--- config.mk ---
export PLATFORM = sky130hd
export DESIGN_NAME = dfas_status_bank
export DESIGN_NICKNAME = d
export VERILOG_FILES = /design/src/hw/dfas_pkg.sv /design/src/hw/dfas_warn_latch.sv /design/src/hw/dfas_status_bank.sv
export SDC_FILE = /design/constraint.sdc
export NUM_CORES = 1
export LEC_CHECK = 0
export BUFFER_PORTS_ARGS = -buffer_cell sky130_fd_sc_hd__buf_2
export CAP_MARGIN = 20
export CORE_MARGIN = 2
export CORE_UTILIZATION = 46
export CTS_CLUSTER_SIZE = 20
export DETAILED_ROUTE_END_ITERATION = 16
export HOLD_SLACK_MARGIN = 0.02
export PLACE_DENSITY = 0.8
export SKIP_LAST_GASP = 1
export SLEW_MARGIN = 10
export SYNTH_ARGS = -nofsm -noshare
export SYNTH_HDL_FRONTEND = slang
export SYNTH_SLANG_ARGS = --single-unit
--- constraint.sdc ---
create_clock -name core_clk -period 1.4 [get_ports core_clk]
set_input_delay 0.14 -clock core_clk [delete_from_list [all_inputs] [get_ports core_clk]]
set_output_delay 0.14 -clock core_clk [all_outputs]
set_load 0.02 [all_outputs]
--- src/hw/dfas_pkg.sv ---
/*
 * constants for the drive fault and alarm status bank: parameter codes,
 * implemented-bit masks, named bit positions and reset values.
 * assumes the serial link handler presents parameter codes as addresses.
 */
package dfas_pkg;

    localparam int DFAS_AW = 9;
    localparam int DFAS_DW = 16;

    // parameter codes of the status group
    localparam logic [8:0] DFAS_CMD_MIRROR_ADDR = 9'h12d;
    localparam logic [8:0] DFAS_STS_MIRROR_ADDR = 9'h12e;
    localparam logic [8:0] DFAS_FAULT_A_ADDR = 9'h131;
    localparam logic [8:0] DFAS_FAULT_B_ADDR = 9'h132;
    localparam logic [8:0] DFAS_WARN_A_ADDR = 9'h134;
    localparam logic [8:0] DFAS_WARN_B_ADDR = 9'h135;

    // implemented bits; reserved bits read as zero
    localparam logic [15:0] DFAS_FAULT_A_MASK = 16'hffff;
    localparam logic [15:0] DFAS_FAULT_B_MASK = 16'h0105;
    localparam logic [15:0] DFAS_WARN_A_MASK = 16'h3fff;
    localparam logic [15:0] DFAS_WARN_B_MASK = 16'h001f;

    // named positions of note
    localparam int DFAS_FA_OVERCURRENT = 0;
    localparam int DFAS_FA_GROUND_FAULT = 15;
    localparam int DFAS_FB_UNDERLOAD = 0;
    localparam int DFAS_FB_OPTICAL_LINK = 2;
    localparam int DFAS_FB_HW_ERROR = 8;
    localparam int DFAS_WA_COMM_LOSS = 4;
    localparam int DFAS_WA_OPTICAL_LINK = 13;

    // reset values and the only accepted write value
    localparam logic [15:0] DFAS_WORD_RESET = 16'h0000;
    localparam logic [15:0] DFAS_CLEAR_VALUE = 16'h0000;

endpackage : dfas_pkg

--- src/hw/dfas_warn_latch.sv ---
/*
 * one latched warning word: each bit sets while its condition is active
 * and holds until the whole word is cleared.
 * assumes condition inputs come from logic on the same clock.
 */
`timescale 1ns/1ps
module dfas_warn_latch #(
    parameter int WIDTH = 16,
    parameter logic [WIDTH-1:0] MASK = '1
) (
    // clock and reset
    input wire logic core_clk,
    input wire logic rst_b,
    // conditions and whole-word clear
    input wire logic [WIDTH-1:0] cond,
    input wire logic clear,
    // latched word
    output logic [WIDTH-1:0] flags
);
    import dfas_pkg::*;

    logic [WIDTH-1:0] flags_reg;
    logic [WIDTH-1:0] flags_next;

    ////////////////////////////////////////////////////////////////////
    // set beats clear so an alarm in the clear cycle survives
    always_comb begin
        if (clear) begin
            flags_next = cond & MASK;
        end else begin
            flags_next = (flags_reg | cond) & MASK;
        end
    end

    always_ff @(posedge core_clk or negedge rst_b) begin
        if (!rst_b) begin
            flags_reg <= WIDTH'(DFAS_WORD_RESET);
        end else begin
            flags_reg <= flags_next;
        end
    end

    assign flags = flags_reg;

endmodule : dfas_warn_latch

--- src/hw/dfas_status_bank.sv ---
/*
 * drive fault and alarm status bank: command/status mirrors, two live
 * fault words and two latched warning words, read over the serial link
 * parameter port; the keypad port is refused.
 * the two warning words live in a small latch module of their own;
 * everything else is in this file.
 * assumes all condition and word inputs are on core_clk, and that the
 * link handler issues one-cycle requests.
 * assumes the link handler maps parameter codes onto comm_addr and
 * tolerates an answer one cycle after each request.
 * assumes the keypad handler treats a denial as "no such parameter".
 */
`timescale 1ns/1ps
module dfas_status_bank (
    // clock and reset
    input wire logic core_clk,
    input wire logic rst_b,
    // live drive words and conditions
    input wire logic [dfas_pkg::DFAS_DW-1:0] cmd_word,
    input wire logic [dfas_pkg::DFAS_DW-1:0] sts_word,
    input wire logic [dfas_pkg::DFAS_DW-1:0] fault_cond_a,
    input wire logic [dfas_pkg::DFAS_DW-1:0] fault_cond_b,
    input wire logic [dfas_pkg::DFAS_DW-1:0] warn_cond_a,
    input wire logic [dfas_pkg::DFAS_DW-1:0] warn_cond_b,
    // serial link parameter port
    input wire logic comm_req,
    input wire logic comm_we,
    input wire logic [dfas_pkg::DFAS_AW-1:0] comm_addr,
    input wire logic [dfas_pkg::DFAS_DW-1:0] comm_wdata,
    output logic comm_ack,
    output logic comm_unmapped,
    output logic [dfas_pkg::DFAS_DW-1:0] comm_rdata,
    // keypad parameter port
    input wire logic pad_req,
    input wire logic [dfas_pkg::DFAS_AW-1:0] pad_addr,
    output logic pad_ack,
    output logic pad_denied,
    output logic [dfas_pkg::DFAS_DW-1:0] pad_rdata
);
    import dfas_pkg::*;

    ////////////////////////////////////////////////////////////////////
    // timing seen from the serial link handler:
    //   edge n   request taken (comm_req high, we/addr/wdata valid)
    //   edge n+1 comm_ack high for one cycle; comm_rdata and
    //            comm_unmapped valid and held until the next request
    // live words lag their sources by one edge, so a read returns what
    // the drive showed one edge before the request was taken.
    // a clear in the same cycle as a new alarm keeps the alarm: losing
    // an alarm to a badly timed clear is the worse failure.
    // the keypad port answers every request with a denial and zeros.

    // mirrored command and status words
    logic [DFAS_DW-1:0] cmd_mirror_reg;
    logic [DFAS_DW-1:0] cmd_mirror_next;
    logic [DFAS_DW-1:0] sts_mirror_reg;
    logic [DFAS_DW-1:0] sts_mirror_next;
    // live fault words
    logic [DFAS_DW-1:0] fault_a_reg;
    logic [DFAS_DW-1:0] fault_a_next;
    logic [DFAS_DW-1:0] fault_b_reg;
    logic [DFAS_DW-1:0] fault_b_next;
    // latched warning words and their whole-word clears
    logic [DFAS_DW-1:0] warn_a;
    logic [DFAS_DW-1:0] warn_b;
    logic clear_a;
    logic clear_b;
    // read decode
    logic in_group;
    logic [DFAS_DW-1:0] read_val;
    // serial answer registers
    logic comm_ack_reg;
    logic comm_ack_next;
    logic comm_unm_reg;
    logic comm_unm_next;
    logic [DFAS_DW-1:0] comm_rdata_reg;
    logic [DFAS_DW-1:0] comm_rdata_next;
    // keypad answer registers
    logic pad_ack_reg;
    logic pad_ack_next;
    logic pad_den_reg;
    logic pad_den_next;
    logic [DFAS_DW-1:0] pad_rdata_reg;
    logic [DFAS_DW-1:0] pad_rdata_next;

    ////////////////////////////////////////////////////////////////////
    // live words: mirrors follow their sources, faults follow theirs masked to the implemented bits
    always_comb begin
        cmd_mirror_next = cmd_word;
        sts_mirror_next = sts_word;
        fault_a_next = fault_cond_a & DFAS_FAULT_A_MASK;
        fault_b_next = fault_cond_b & DFAS_FAULT_B_MASK;
    end

    // live word registers; zero in reset, the drive's value follows on
    // the first edge after release
    always_ff @(posedge core_clk or negedge rst_b) begin
        if (!rst_b) begin
            cmd_mirror_reg <= DFAS_WORD_RESET;
            sts_mirror_reg <= DFAS_WORD_RESET;
            fault_a_reg <= DFAS_WORD_RESET;
            fault_b_reg <= DFAS_WORD_RESET;
        end else begin
            cmd_mirror_reg <= cmd_mirror_next;
            sts_mirror_reg <= sts_mirror_next;
            fault_a_reg <= fault_a_next;
            fault_b_reg <= fault_b_next;
        end
    end

    ////////////////////////////////////////////////////////////////////
    // only an exact zero write to a warning word clears it; all other
    // writes fall through silently, so a stray write cannot mask alarms
    always_comb begin
        clear_a = comm_req && comm_we && (comm_addr == DFAS_WARN_A_ADDR)
            && (comm_wdata == DFAS_CLEAR_VALUE);
        clear_b = comm_req && comm_we && (comm_addr == DFAS_WARN_B_ADDR)
            && (comm_wdata == DFAS_CLEAR_VALUE);
    end

    // first word: bits 14 and 15 are reserved and masked off
    dfas_warn_latch #(
        .WIDTH(DFAS_DW),
        .MASK(DFAS_WARN_A_MASK)
    ) u_warn_a (
        .core_clk(core_clk),
        .rst_b(rst_b),
        .cond(warn_cond_a),
        .clear(clear_a),
        .flags(warn_a)
    );

    // second word: only the five low alarm bits exist
    dfas_warn_latch #(
        .WIDTH(DFAS_DW),
        .MASK(DFAS_WARN_B_MASK)
    ) u_warn_b (
        .core_clk(core_clk),
        .rst_b(rst_b),
        .cond(warn_cond_b),
        .clear(clear_b),
        .flags(warn_b)
    );

    ////////////////////////////////////////////////////////////////////
    // read decode over the group codes
    always_comb begin
        in_group = 1'b1;
        read_val = DFAS_WORD_RESET;
        unique case (comm_addr)
            DFAS_CMD_MIRROR_ADDR: read_val = cmd_mirror_reg;
            DFAS_STS_MIRROR_ADDR: read_val = sts_mirror_reg;
            DFAS_FAULT_A_ADDR: read_val = fault_a_reg;
            DFAS_FAULT_B_ADDR: read_val = fault_b_reg;
            DFAS_WARN_A_ADDR: read_val = warn_a;
            DFAS_WARN_B_ADDR: read_val = warn_b;
            default: in_group = 1'b0;
        endcase
    end

    // serial answer one cycle after the request; read data hold until
    // the next request so the link handler may sample late
    always_comb begin
        comm_ack_next = comm_req;
        comm_unm_next = comm_unm_reg;
        comm_rdata_next = comm_rdata_reg;
        if (comm_req) begin
            comm_unm_next = !in_group;
            // writes answer with zero data; comm_unmapped still follows the address decode
            comm_rdata_next = comm_we ? DFAS_WORD_RESET : read_val;
        end
    end

    // keypad has no read path: every request is denied, data stay zero
    always_comb begin
        pad_ack_next = pad_req;
        pad_den_next = pad_req;
        pad_rdata_next = DFAS_WORD_RESET;
    end

    // answer registers; every port output comes from one of these
    always_ff @(posedge core_clk or negedge rst_b) begin
        if (!rst_b) begin
            comm_ack_reg <= 1'b0;
            comm_unm_reg <= 1'b0;
            comm_rdata_reg <= DFAS_WORD_RESET;
            pad_ack_reg <= 1'b0;
            pad_den_reg <= 1'b0;
            pad_rdata_reg <= DFAS_WORD_RESET;
        end else begin
            comm_ack_reg <= comm_ack_next;
            comm_unm_reg <= comm_unm_next;
            comm_rdata_reg <= comm_rdata_next;
            pad_ack_reg <= pad_ack_next;
            pad_den_reg <= pad_den_next;
            pad_rdata_reg <= pad_rdata_next;
        end
    end

    // pad_addr is accepted but never decoded: nothing is reachable
    assign comm_ack = comm_ack_reg;
    assign comm_unmapped = comm_unm_reg;
    assign comm_rdata = comm_rdata_reg;
    assign pad_ack = pad_ack_reg;
    assign pad_denied = pad_den_reg;
    assign pad_rdata = pad_rdata_reg;

endmodule : dfas_status_bank

==> metrics, run 1 <==
Area Overhead vs Synth 52.7%; sequential element share of the synthesized area 64.4%; Setup TNS Final 0 ns; cts bufs inserted 9; chip height roughly 91 µm; Cell Area, Synth around 3500 µm²; post-layout min period 1.36 ns; adder-cell share of the synthesized area 0%; Iteration-0 DRC Markers approximately 170; DR pass1 iterations 4; list of most frequent post-synthesis cells dfrtp_1, a21o_1, a21oi_1; clk root buf clkbuf_8; CTS max path bufs 2; Via density around 5.1; CTS sink cnt between 80 and 90; Synth Area in Simple Gates about 8.6%; Placer Congestion 0.790; Wirelength per Cell 16.5 µm; dpl cell area ~4300 µm²; count leader, synth dfrtp_1; hold path depth 2; Place WS -0.353 ns; Die Wd between 90 and 100 µm; DRC 0; I/O pins around 170; Max Cap Violations 0; Slew Viols, Final 0; grt met3 use under 10%; PwrDens slightly above 1000 nW/µm²; largest family of logic cells by synthesized area compound AO/OA/AOI/OAI gates; number of enable flip-flop cells after synthesis 0; number of global-route vias before repair about 3100; synth unique cells 42; Yosys reg bits 89; final-stage net count 613; largest net degree at the start of global routing 90; Reg2Reg Setup Slack approximately 0.090 ns; worst vdd rail ir drop approximately 0.65 mV; gr busiest metal met2; required time worst endpoint about 1.7 ns; Post-synth top flop dfrtp_1; Hold Path Class in -> reg; final period utilization 97.1%; status complete, no violations; largest area contributor in the netlist dfrtp_1; fmax roughly 0.74 GHz; Final WS setup slightly above 0.04 ns; first-pass GRT wire length about 15 mm; DP Cell Count 494; YS warnings 0; ANT nets after route 0; synth top area cells dfrtp_1, a21o_1, a22o_1; Finish-stage setup viols 0; Worst Skew 0.00819 ns; multiplexer area fraction after synthesis about 1.6%; buffers added on ports approximately 120; reg2reg start fault_a_reg[8]; hold path start comm_req; top cell type's share of synthesized area roughly 64%; initial antenna violation count 0; met2 GRT Util roughly two fifths; fin area approximately 5300 µm²; HPWL after detailed placement between 5 and 6 mm; Critical Path AT around 1.6 ns; Final Hold Vio Count 0; Rows 31; Hold Path Sink comm_ack; FFs w/ async S/R, synth between 90% and 100%; Clock transition at path regs 0.09 ns; core area approximately 7300 µm²; final WL approximately 9.6 mm; Worst setup EP type flop; ant diodes 0; leakage power about 2.4 nW; crit path max fanout 5; critical path type in -> reg; RSZ-0062 raised after global routing false; insertion delay to the later sink of the worst-skew pair 0.36 ns; H-tree level count 3; Synth Instances between 200 and 300; startpoint types primary input; overall power 5.31 mW; worst r2r path cells 4; Initial Util between 40% and 50%; Via Count around 3000; XOR/XNOR share of the synthesized area 0%; GR Layer Usage met1 between 20% and 30%; CTS tree yes; die area about 8000 µm²; total gr overflow 0; Finished Layout Cells slightly below 600; Synth Area in Compound Gates between 15 and 20%; Mapped Avg Cell Area 13.1 µm²; fill cell count between 400 and 500; GRT Total Usage about a quarter; capture point of the worst reg-to-reg path comm_rdata[8]; share of layout cells above drive strength 1 between 30 and 40%
cells by family after synthesis:
logic type,after synthesis
compound gates,89
buf+inv,32
flops,89
other cells,1
simple gates,47
mux,5
through the flow:
| stage | util [%] | hold slack [ns] |
|---|---|---|
| 6_report | 72.8 | 0.132 |
| 5_1_grt | 72.8 | 0.120 |
| 4_1_cts | 72.4 | 0.110 |
| 3_5_place_dp | 59.3 | 0.210 |
| 3_3_place_gp | 59.3 | 0.203 |
| 2_1_floorplan | - | -0.156 |
report_power, final:
part           switching, mW  internal (mW)  leakage (nW)
clock                  0.934           1.08         0.115
combinational          0.285          0.349          1.26
sequential            0.0222           2.65          1.02
total                   1.24           4.07          2.39
critical path, stage by stage:
cell and delay, ns:
buf_2 0.10, nand4bb_1 0.24, or2_1 0.27, or4_1 0.64
a21o_1 0.23
cell usage in the layout (no fill, tap or decap), types with 2 or more instances in the layout:
cell type      instances
o2bb2ai_1              9
nand3_1                2
a222oi_1               2
dfrtp_1               89
a21o_1                19
buf_4                 27
a2bb2oi_1              3
inv_6                  2
nor2b_1               11
a22o_1                15
a32oi_1                2
nand3b_1               3
o21ai_0                2
mux2_2                 5
a22oi_1               11
nand2_1                8
nand2b_1               2
dlygate4sd3_1         72
a21oi_1               18
nor4_2                 3
clkbuf_8              10
nor2_1                 6
a32o_1                 2
bufinv_16              2
or4_1                  2
buf_12                 3
buf_2                118
or4bb_1                2
conb_1                16
metal layers:
metal	up-vias	part of all wire (%)	wire length [µm]
met2	136	52	4990
met4	0	2.1	202
met3	14	7.2	693
met1	1447	39	3710
met5	-	0	0
li1	1363	-	-
how the worst max path moves through the flow:
stage,start,slack [ns],depth (start not counted),endpoint
finish,comm_addr[7],0.04,5,u_warn_b.flags[2]
global route,comm_addr[7],0.01,5,u_warn_b.flags[3]
CTS,comm_wdata[15],0.008,6,u_warn_a.flags[0]
detailed placement,comm_wdata[15],-0.35,6,u_warn_a.flags[13]
global placement,comm_addr[7],-0.29,5,u_warn_b.flags[0]
floorplan,comm_addr[7],-0.18,7,u_warn_a.flags[12]
area by class of cell:
type,instances,area (µm²),area share [%]
multi-input cells,157,1120,21.2
clock buffers,10,138,2.61
flip-flops and latches,89,2230,42.2
inverters,1,3.75,0.0711
well taps,99,124,2.35
clock inverters,6,96.3,1.82
repair buffers,220,1570,29.8
what timing repair did:
item / 4_1_cts / 5_1_grt
gates resized for setup: 0 / 4
hold endpoints to repair: 160 / 0
buffers inserted: 0 / 0
setup endpoints to repair: 0 / 14
hold buffers: 72 / 0
No activity file was read; power rests on OpenSTA's default activity.
==> run 2, diff against run 1 <==
--- a/config.mk
+++ b/config.mk
@@ -5,7 +5,7 @@
 export SDC_FILE = /design/constraint.sdc
 export NUM_CORES = 1
 export LEC_CHECK = 0
-export BUFFER_PORTS_ARGS = -buffer_cell sky130_fd_sc_hd__buf_2
+export BUFFER_PORTS_ARGS = -buffer_cell sky130_fd_sc_hd__buf_4
 export CAP_MARGIN = 20
 export CORE_MARGIN = 2
 export CORE_UTILIZATION = 46
==> run 2 against run 1 <==
Compared with the run above: the flow now finishes with violations (setup timing); register-to-register slack barely moved; combinational power is 14% higher; global-route usage rose by 0.80 points; largest cell class unchanged; via count grew 1.3%; highest routed layer unchanged; power decreased by 5.5%.
==> metrics, run 2 (synthesis results as in run 1) <==
status finished, violations left; failing checks setup timing; most frequent cells in the layout buf_4, dfrtp_1, dlygate4sd3_1; Worst setup EP type flop; Via density around 5.1; Max Cap Violations 0; Placer Congestion between 0.8 and 0.9; Final WS setup -0.0172 ns; Rows 31; DP Cell Count a little under 500; cts bufs inserted 9; Finish-stage setup viols 5; ant diodes 0; PwrDens between 900 and 1000 nW/µm²; dpl cell area roughly 4600 µm²; largest net degree at the start of global routing 34; share of layout cells above drive strength 1 a little under two fifths; final period utilization 101%; multi-input logic area approximately 1100 µm²; Finished Layout Cells ~600; Via Count between 2000 and 3000; most common cell after layout, fill and taps aside buf_4; Clock transition at path regs 0.09 ns; Die Wd just over 90 µm; Initial Util a little under half; overall power 5.02 mW; critical path type in -> reg; clk root buf clkbuf_8; fin util approximately three quarters; Worst Skew just under 0.005 ns; crit path max fanout 14; CTS max path bufs 2; DR pass1 iterations 5; final-stage net count 614; core area ~7300 µm²; number of global-route vias before repair 3226; I/O pins roughly 170; Wirelength per Cell 17.2 µm; CTS tree yes; worst vdd rail ir drop between 0.7 and 0.8 mV; Hold Path Class in -> reg; Final Hold Vio Count 0; total gr overflow 0; fill cell count 457; final WL between 10 and 15 mm; post-layout min period about 1.4 ns; insertion delay to the later sink of the worst-skew pair ~0.36 ns; fmax around 0.7 GHz; Reg area approximately 2200 µm²; buffers added on ports ~120; Critical Path AT approximately 1.7 ns; Iteration-0 DRC Markers 140; ANT nets after route 0; fin area ~5500 µm²; Area Overhead vs Synth 59.6%; chip height 90.7 µm; H-tree level count 3; GRT Total Usage about 25%; Slew Viols, Final 0; first-pass GRT wire length between 15 and 20 mm; DRC 0; Post-CTS Setup Bufs 0; die area ~8000 µm²; hold slack 0.0934 ns; leakage power ~2.4 nW; startpoint types primary input; CTS sink cnt 89; HPWL after detailed placement approximately 6.4 mm; initial antenna violation count 0; required time worst endpoint 1.66 ns
run 2: cell count changes in the layout (fill, tap and decap cells not counted), sizes merged:
cell      change
buf           +1
bufinv        -2
clkbuf        +1
clkinv        +1
clkinvlp      +2
inv           -2
run 2: cell type report:
class,count,area share [%]
Clock inverter,5,0.725
Multi-Input combinational cell,157,20.3
Sequential cell,89,40.3
Timing Repair Buffer,221,33.8
Inverter,1,0.0680
Clock buffer,11,2.56
Tap cell,99,2.24
run 2: what timing repair did:
action	CTS	global route
resized for setup	0	5
hold buffers	72	0
endpoints found under the setup margin	0	19
hold endpoints to repair	102	0
run 2: final timing paths:
path | start | to | slack [ns] | cells after the start
max in group asynchronous | rst_b | cmd_mirror_reg[7] | 0.64 | 3
worst max-delay path | comm_wdata[2] | u_warn_a.flags[1] | -0.02 | 6
worst min-delay path | comm_req | comm_ack | 0.09 | 2
min in group asynchronous | rst_b | u_warn_b.flags[0] | 0.25 | 2
worst min register to register | u_warn_b.flags[2] | u_warn_b.flags[2] | 0.48 | 1
worst max register to register | u_warn_b.flags[1] | comm_rdata[1] | 0.08 | 4
run 2: layer usage:
metal | routed length, µm | share of wire [%] | vias to the layer above | track usage [%]
met5 | 0 | 0 | - | 0
met3 | 630 | 6.3 | 30 | 5.76
met2 | 5280 | 53 | 141 | 43.7
met4 | 269 | 2.7 | 0 | 10.8
li1 | - | - | 1367 | -
met1 | 3820 | 38 | 1460 | 30.1
run 2: worst max-delay path, stage by stage:
cell and delay (ns):
buf_4 0.12, nor4_2 0.34, nand2_1 0.15, or4_1 0.52, buf_4 0.21, a21o_1 0.19
run 2: report_power, final:
| part | switching [mW] | leakage (nW) | internal [mW] |
|---|---|---|---|
| logic | 0.296 | 1.34 | 0.424 |
| registers | 0.0235 | 1.02 | 2.65 |
| clock network | 0.930 | 0.0822 | 0.703 |
| total | 1.25 | 2.44 | 3.77 |
run 2: per-stage QoR:
step	setup TNS [ns]	setup WS (ns)
global placement	-6.20	-0.309
global route	-0.404	-0.0475
floorplan	-4.10	-0.183
CTS	0	0.0227
detailed placement	-7.32	-0.356
finish	-0.0369	-0.0172
